--- src/verilog/codec_power_bias_defines.vh ---
// Purpose: Offsets, field positions and reset values of the power and bias registers
// Assumes: Byte-wide register port with byte addresses
// Notes: Definitions only
`ifndef CODEC_POWER_BIAS_DEFINES_VH
`define CODEC_POWER_BIAS_DEFINES_VH

// ----------------------------------------
// Register offsets
// ----------------------------------------
`define INPUT_FILTER_POWER_GATE_ADDR 8'h44
`define OUTPUT_PATH_POWER_GATE_ADDR 8'h45
`define ANALOG_BIAS_SELECT_A_ADDR 8'h46

// ----------------------------------------
// Reset values
// ----------------------------------------
`define INPUT_FILTER_POWER_GATE_RST 8'h00
`define OUTPUT_PATH_POWER_GATE_RST 8'h00
`define ANALOG_BIAS_SELECT_A_RST 8'h00

// ----------------------------------------
// Field positions
// ----------------------------------------
`define RATE_CONV_DOWN_LSB 4
`define CONV_FILTER_LSB 0
`define OUTPUT_MODULATOR0_BIT 2
`define OUTPUT_MODULATOR1_BIT 3
`define RATE_CONV_UP0_BIT 0
`define RATE_CONV_UP1_BIT 1
`define PHONES_BIAS_MSB 7
`define PHONES_BIAS_LSB 6

// ----------------------------------------
// Headphone bias mode codes
// ----------------------------------------
`define PHONES_BIAS_NORMAL 2'h0
`define PHONES_BIAS_EXTREME_SAVE 2'h1
`define PHONES_BIAS_ENHANCED 2'h2
`define PHONES_BIAS_SAVE 2'h3

// Number of gated input channels
`define INPUT_CHANNELS 4

`endif

--- src/verilog/codec_power_bias_regs.v ---
// Purpose: Power gating and headphone bias control registers of the codec core
// Assumes: One clock; register port strobes synchronous to clk
// Notes: Clock gates are latch-free AND gates fed from register flip-flops
`timescale 1ns/1ps
`default_nettype none
`include "codec_power_bias_defines.vh"

module codec_power_bias_regs (
  input wire clk,
  input wire rst_b,
  input wire [7:0] reg_addr,
  input wire reg_wr,
  input wire [7:0] reg_wdata,
  input wire reg_rd,
  output reg [7:0] reg_rdata,
  output wire reg_hit,
  input wire [3:0] filter_clk_in,
  input wire [3:0] down_conv_clk_in,
  output wire [3:0] filter_clk_out,
  output wire [3:0] down_conv_clk_out,
  output wire [3:0] conv_filter_power_bits,
  output wire [3:0] rate_conv_down_power,
  output wire output_modulator0_power,
  output wire output_modulator1_power,
  output wire rate_conv_up0_power,
  output wire rate_conv_up1_power,
  output wire [1:0] phones_bias_mode,
  output reg phones_bias_normal,
  output reg phones_bias_extreme_save,
  output reg phones_bias_enhanced,
  output reg phones_bias_save
);

  reg [7:0] input_filter_power_gate;
  reg [7:0] output_path_power_gate;
  reg [7:0] analog_bias_select_a;
  reg [7:0] next_input_filter_power_gate;
  reg [7:0] next_output_path_power_gate;
  reg [7:0] next_analog_bias_select_a;
  reg [7:0] next_rdata;
  wire sel_input_gate;
  wire sel_output_gate;
  wire sel_bias;
  wire wr_input_gate;
  wire wr_output_gate;
  wire wr_bias;

  // ----------------------------------------
  // Address decode
  // ----------------------------------------
  // register offsets
  assign sel_input_gate = (reg_addr == `INPUT_FILTER_POWER_GATE_ADDR);
  assign sel_output_gate = (reg_addr == `OUTPUT_PATH_POWER_GATE_ADDR);
  assign sel_bias = (reg_addr == `ANALOG_BIAS_SELECT_A_ADDR);

  // Unmapped addresses keep reg_hit low and read as zero, so banks can be OR-ed
  assign reg_hit = sel_input_gate | sel_output_gate | sel_bias;

  assign wr_input_gate = reg_wr & sel_input_gate;
  assign wr_output_gate = reg_wr & sel_output_gate;
  assign wr_bias = reg_wr & sel_bias;

  // ----------------------------------------
  // Next register values
  // ----------------------------------------
  // reserved bits stored
  always @* begin
    next_input_filter_power_gate = input_filter_power_gate;
    if (wr_input_gate) begin
      next_input_filter_power_gate = reg_wdata;
    end
  end

  always @* begin
    next_output_path_power_gate = output_path_power_gate;
    if (wr_output_gate) begin
      next_output_path_power_gate = reg_wdata;
    end
  end

  always @* begin
    next_analog_bias_select_a = analog_bias_select_a;
    if (wr_bias) begin
      next_analog_bias_select_a = reg_wdata;
    end
  end

  // ----------------------------------------
  // Register flops
  // ----------------------------------------
  // reset values
  // Synchronous reset: every gate closes on the first edge seen with rst_b low
  always @(posedge clk) begin
    if (!rst_b) begin
      input_filter_power_gate <= `INPUT_FILTER_POWER_GATE_RST;
    end else begin
      input_filter_power_gate <= next_input_filter_power_gate;
    end
  end

  always @(posedge clk) begin
    if (!rst_b) begin
      output_path_power_gate <= `OUTPUT_PATH_POWER_GATE_RST;
    end else begin
      output_path_power_gate <= next_output_path_power_gate;
    end
  end

  always @(posedge clk) begin
    if (!rst_b) begin
      analog_bias_select_a <= `ANALOG_BIAS_SELECT_A_RST;
    end else begin
      analog_bias_select_a <= next_analog_bias_select_a;
    end
  end

  // ----------------------------------------
  // Register reads
  // ----------------------------------------
  always @* begin
    case (reg_addr)
      `INPUT_FILTER_POWER_GATE_ADDR: begin
        next_rdata = input_filter_power_gate;
      end
      `OUTPUT_PATH_POWER_GATE_ADDR: begin
        next_rdata = output_path_power_gate;
      end
      `ANALOG_BIAS_SELECT_A_ADDR: begin
        next_rdata = analog_bias_select_a;
      end
      default: begin
        next_rdata = 8'h00;
      end
    endcase
  end

  // reserved bits returned
  // A read that meets a write in one cycle returns the old value
  always @(posedge clk) begin
    if (!rst_b) begin
      reg_rdata <= 8'h00;
    end else if (reg_rd) begin
      reg_rdata <= next_rdata;
    end
  end

  // ----------------------------------------
  // Input path power and clock gating
  // ----------------------------------------
  // Power enables come straight from flops, so they never glitch
  // down-rate converter bits
  assign rate_conv_down_power = input_filter_power_gate[`RATE_CONV_DOWN_LSB +: 4];
  assign conv_filter_power_bits = input_filter_power_gate[`CONV_FILTER_LSB +: 4];

  // Enables only change on clk, not on the gated clocks; a glitch-free
  // gate needs the enable retimed in each gated domain by the integrator
  genvar ch;
  generate
    for (ch = 0; ch < `INPUT_CHANNELS; ch = ch + 1) begin : g_gate
      assign filter_clk_out[ch] = filter_clk_in[ch] & conv_filter_power_bits[ch];
      assign down_conv_clk_out[ch] = down_conv_clk_in[ch] & rate_conv_down_power[ch];
    end
  endgenerate

  // ----------------------------------------
  // Output path power
  // ----------------------------------------
  // Bits 7..4 are stored only and drive nothing
  // modulator enables
  assign output_modulator1_power = output_path_power_gate[`OUTPUT_MODULATOR1_BIT];
  assign output_modulator0_power = output_path_power_gate[`OUTPUT_MODULATOR0_BIT];
  assign rate_conv_up1_power = output_path_power_gate[`RATE_CONV_UP1_BIT];
  assign rate_conv_up0_power = output_path_power_gate[`RATE_CONV_UP0_BIT];

  // ----------------------------------------
  // Headphone bias
  // ----------------------------------------
  // Bits 5..0 of the bias register are stored only
  // bias field
  assign phones_bias_mode = analog_bias_select_a[`PHONES_BIAS_MSB:`PHONES_BIAS_LSB];

  always @* begin
    phones_bias_normal = 1'h0;
    phones_bias_extreme_save = 1'h0;
    phones_bias_enhanced = 1'h0;
    phones_bias_save = 1'h0;
    case (phones_bias_mode)
      `PHONES_BIAS_NORMAL: begin
        phones_bias_normal = 1'h1;
      end
      `PHONES_BIAS_EXTREME_SAVE: begin
        phones_bias_extreme_save = 1'h1;
      end
      `PHONES_BIAS_ENHANCED: begin
        phones_bias_enhanced = 1'h1;
      end
      `PHONES_BIAS_SAVE: begin
        phones_bias_save = 1'h1;
      end
      default: begin
        phones_bias_normal = 1'h1;
      end
    endcase
  end

endmodule // codec_power_bias_regs
`default_nettype wire

--- config.mk ---
export PLATFORM = sky130hd
export DESIGN_NAME = codec_power_bias_regs
export DESIGN_NICKNAME = d
export VERILOG_FILES = /design/src/verilog/codec_power_bias_regs.v
export VERILOG_INCLUDE_DIRS = /design/src /design/src/verilog
export SDC_FILE = /design/constraint.sdc
export NUM_CORES = 1
export LEC_CHECK = 0
export ABC_AREA = 1
export CAP_MARGIN = 40
export CORE_MARGIN = 4
export CORE_UTILIZATION = 59
export CTS_CLUSTER_SIZE = 30
export DETAILED_ROUTE_END_ITERATION = 7
export DONT_BUFFER_PORTS = 1
export GPL_TIMING_DRIVEN = 0
export PLACE_DENSITY = 0.85
export SETUP_SLACK_MARGIN = 0.15
export SLEW_MARGIN = 20
export SYNTH_ARGS = -nofsm -noshare
export SYNTH_HDL_FRONTEND = slang
export SYNTH_SLANG_ARGS = --single-unit
export TNS_END_PERCENT = 10
--- constraint.sdc ---
create_clock -name clk -period 2.2 [get_ports clk]
set_input_delay 0.66 -clock clk [delete_from_list [all_inputs] [get_ports clk]]
set_output_delay 0.66 -clock clk [all_outputs]
set_load 0.1 [all_outputs]
======== Yosys cells after proc, flatten, opt, wreduce, memory -nomap -nowiden ========
Cells that the tools add are included.
storage, ports and cells
  input port bits ......................... 28
  output and inout bits ................... 35
  word-level logic and storage cells ...... 29
  register bits after elaboration ......... 32
operators by class
  eq/ne operators ......................... 6
  reduce and logical (&&, ||, !) cells .... 1
  bitwise operators ....................... 13
  muxes and demuxes ....................... 5
operator list
  operator                                       count
  == test 8 x 7 -> 1 bit, second input constant  3
  one-hot mux 8 bit (3 select lines)             1
  AND 1 bit                                      11
  == test 2 bit, second input constant           2
  2-to-1 mux 1 bit                               4
  == test 2 x 1 -> 1 bit, second input constant  1
  logical NOT 2 bit                              1
  OR 1 bit                                       2

======== Longest topological paths before layout ========
  depth after elaboration ................. 3
  depth in mapped cells ................... 8
  gate-level depth less buffers ........... 7

======== Least setup slack after synthesis ========
No wires, ideal clock.
  path kind ............................... input port to output port
  start ................................... input port reg_addr[1]
  end ..................................... output port reg_hit
  path slack .............................. -0.396 ns
  stages .................................. 6
  data required time ...................... 1.540 ns
  buffers on the path ..................... 1
  data arrival time ....................... 1.936 ns
  cell sequence ........................... inv_1 -> nand2_1 -> nor2_4 -> and2_1 -> buf_4 -> or3_1
between the ends
  cells in the longest elaborated chain, start to end .. 3
  elaborated cells between the ends (all ways) .. 5
  those cells by class .................... eq/ne: 3; bitwise: 2
RTL lines
  element                 line                        text
  start: declaration      codec_power_bias_regs.v:11  input wire [7:0] reg_addr,
  == test 8 x 7 -> 1 bit  --
  OR 1 bit                codec_power_bias_regs.v:57  assign reg_hit = sel_input_gate | sel_output_gate | sel_bias;
  OR 1 bit *              codec_power_bias_regs.v:57
  end: declaration        codec_power_bias_regs.v:16  output wire reg_hit,
Every way passes the cells marked *; elsewhere a longest branch is shown, timed or not.

======== Final worst setup path ========
  start ................................... input port reg_addr[3]
  end ..................................... output port reg_hit
Same word-level chain as after synthesis.

==> results_dict.tcl <==
set metrics [dict create \
    drive_gt1_share_pct 31.4 \
    pwr-share-seq_pct 56.7 \
    synth_fp_nets 250 \
    yosys-top-cells-area "dfxtp_1, nand3_1, nand2_1" \
    status "finished with violations" \
    grt_pass1_wl_mm 8.93 \
    rows 18 \
    required_ns 1.54 \
    fin_crit_ns 2.26 \
    layout.nets 288 \
    antenna_found_initial 0 \
    seq_area_um2 643 \
    comb_power_share_pct 7.6 \
    yosysUniqueCellTypes 17 \
    power.total_mw 1.02 \
    grt_pass1_vias 1855 \
    setup_ws_ns -0.0579 \
    grt_usage_pct 34.4 \
    hold_path.class "in -> reg" \
    slew_viol_final 0 \
    cp-start-kind "input pin" \
    crit_arrival_ns 1.60 \
    rsz0062_at_grt "true" \
    drtIter0Drc 179 \
    syn_avg_cell_area_um2 7.03 \
    numPortBuffers 0 \
    drt-total-wl_mm 5.69 \
    relSlewSlack_pct 63.6 \
    critical_path_class "in -> out" \
    clk_latency_ns 0.34 \
    antenna_cells 0 \
    vias 1844 \
    grt-ovfl-total 0 \
    wl_per_cell_um 19.6 \
    synth_area_leader_cell "dfxtp_1" \
    peakVddDrop_mv 0.426 \
    fillCellCount 130 \
    cts_tree "done" \
    post_drt_via_cell_ratio 6.34 \
    max_freq_mhz 443 \
    tritoncts.num_buffers 5 \
    p_int_mw 0.759 \
    path_max_fanout 3 \
    setup_viol 1 \
    cts-root-buf "clkbuf_4" \
    grt_max_degree 11 \
    start_util_pct 62.5 \
    fin_crit_sh_pct 103 \
    hold_buffers 0 \
    clkPwrFrac_pct 35.6 \
    synth_area_um2 1560 \
    dp_hpwl_mm 3.35 \
    cts_buffer_depth 2 \
    end_kind "output port" \
    ant_nets 0 \
    final_area_um2 2190 \
    hold_ws_ns 0.474 \
    globalplace.congestion 0.840 \
    multiInputGateArea_um2 816 \
    netlist.area_leader.share_pct 41.0 \
    fin_util_pct 87.6 \
    postPlaceCellArea_um2 1960 \
    power_switching_mw 0.263 \
    worst_pin_slew_ns 0.546 \
    ys_ff_latch 32 \
    violations "negative setup slack" \
    finalHoldViolCount 0 \
    fp.coreArea_um2 2500 \
    p_leak_nw 0.786 \
    ios 63 \
    power.density_nw_per_um2 467 \
    drv_cap 0 \
    clkTransAtPathRegs_ns 0.10 \
    h-tree-depth 2 \
    sw_frac_of_total_pct 25.7 \
    clock_sinks 32 \
    clock_skew_ns 0.00818 \
    syn_inst 222 \
    die_x_um 59.4 \
    ys_seq_area_share_pct 41.0 \
    die-area_um2 3530 \
    remaining_drc_errors 0 \
    die_y_um 59.4 \
    detail_route.first_pass.iterations 6 \
    yosys_warnings 0 \
    syn2layout_area_growth_pct 40.3 \
]
==> worst max-delay path, cell delays in order <==
cell     delay, ns
inv_12        0.02
nand2_8       0.07
nor2_4        0.05
and2_4        0.15
buf_6         0.11
or3_4         0.53
==> layout make-up <==
cell class	instances	area share, %
Buffer	14	4.34
Clock buffer	8	2.68
Inverter	19	6.17
Multi-Input combinational cell	157	37.2
Sequential cell	32	29.4
Tap cell	30	1.71
Timing Repair Buffer	31	18.5
==> sequential cells by signal (all words and copies together), names as in the netlist <==
name                     flops
output_path_power_gate       8
reg_rdata                    8
input_filter_power_gate      8
analog_bias_select_a         8
==> Yosys cell counts <==
cell and count:
nand3_1 56, nand2_1 53, a21oi_1 32, dfxtp_1 32, inv_1 18, clkbuf_1 6
buf_4 5, nand2_2 4, nor2_4 4, nor2_1 3, and2_4 2, buf_6 2
and2_1 1, buf_2 1, inv_2 1, nand2_4 1, or3_1 1
==> routing by layer <==
metal / track usage (%) / wire length, um / up-vias
met5: 0 / 0 / -
met4: 22.0 / 282 / 0
met3: 10.7 / 697 / 45
met2: 57.3 / 2810 / 163
met1: 37.5 / 1900 / 834
li1: - / - / 802
==> power by group through the flow <==
stage	sequential [mW]	clock, mW	combinational [mW]
final	0.580	0.364	0.0782
after global routing	0.580	0.380	0.0827
after detailed placement	0.593	0	0.0581
after floorplan	0.595	0	0.0427
after CTS	0.580	0.358	0.0698
after global placement	0.595	0	0.0540
==> logic make-up (layout without fill, tap and decap cells) <==
group | after synthesis | in the layout | share of synthesized area, %
and+or+nand+nor | 125 | 125 | 38.5
buffers and inverters | 33 | 72 | 10.2
AOI/OAI and AO/OA | 32 | 32 | 10.3
DFF | 32 | 32 | 41.0
==> cells in the final DEF (no fill, tap or decap), types with 3 or more instances in the layout <==
cell,netlist,layout
a21oi_1,32,32
and2_4,2,3
buf_4,5,12
buf_8,0,24
clkbuf_1,6,8
clkbuf_4,0,5
clkinvlp_4,0,9
dfxtp_1,32,30
inv_1,18,4
inv_4,0,4
nand2_1,53,49
nand2_2,4,4
nand2_4,1,4
nand3_1,56,56
nor2_2,0,3
nor2_4,4,4
==> timing repair <==
action,CTS,global route
resized for setup,32,8
setup endpoints to repair,10,2
cloned,0,0
pin swaps,10,5
buffers inserted,7,1
==> path summary, 6_finish.rpt <==
check | from | to | slack [ns] | cells past startpoint
max reg2reg | input_filter_power_gate[7] | reg_rdata[7] | 1.17 | 4
min reg2reg | output_path_power_gate[4] | output_path_power_gate[4] | 0.48 | 2
max | reg_addr[3] | reg_hit | -0.06 | 6
min | reg_wdata[3] | input_filter_power_gate[3] | 0.47 | 2
==> stage by stage <==
step / TNS, ns / cells / worst slack [ns]
floorplan: -1.67 / 222 / -0.157
global placement: -2.25 / 252 / -0.228
detailed placement: -0.181 / 275 / -0.181
CTS: -0.0380 / 290 / -0.0380
global route: -0.0656 / 291 / -0.0656
finish: -0.0579 / 291 / -0.0579
No activity file was read; power rests on OpenSTA's default activity.
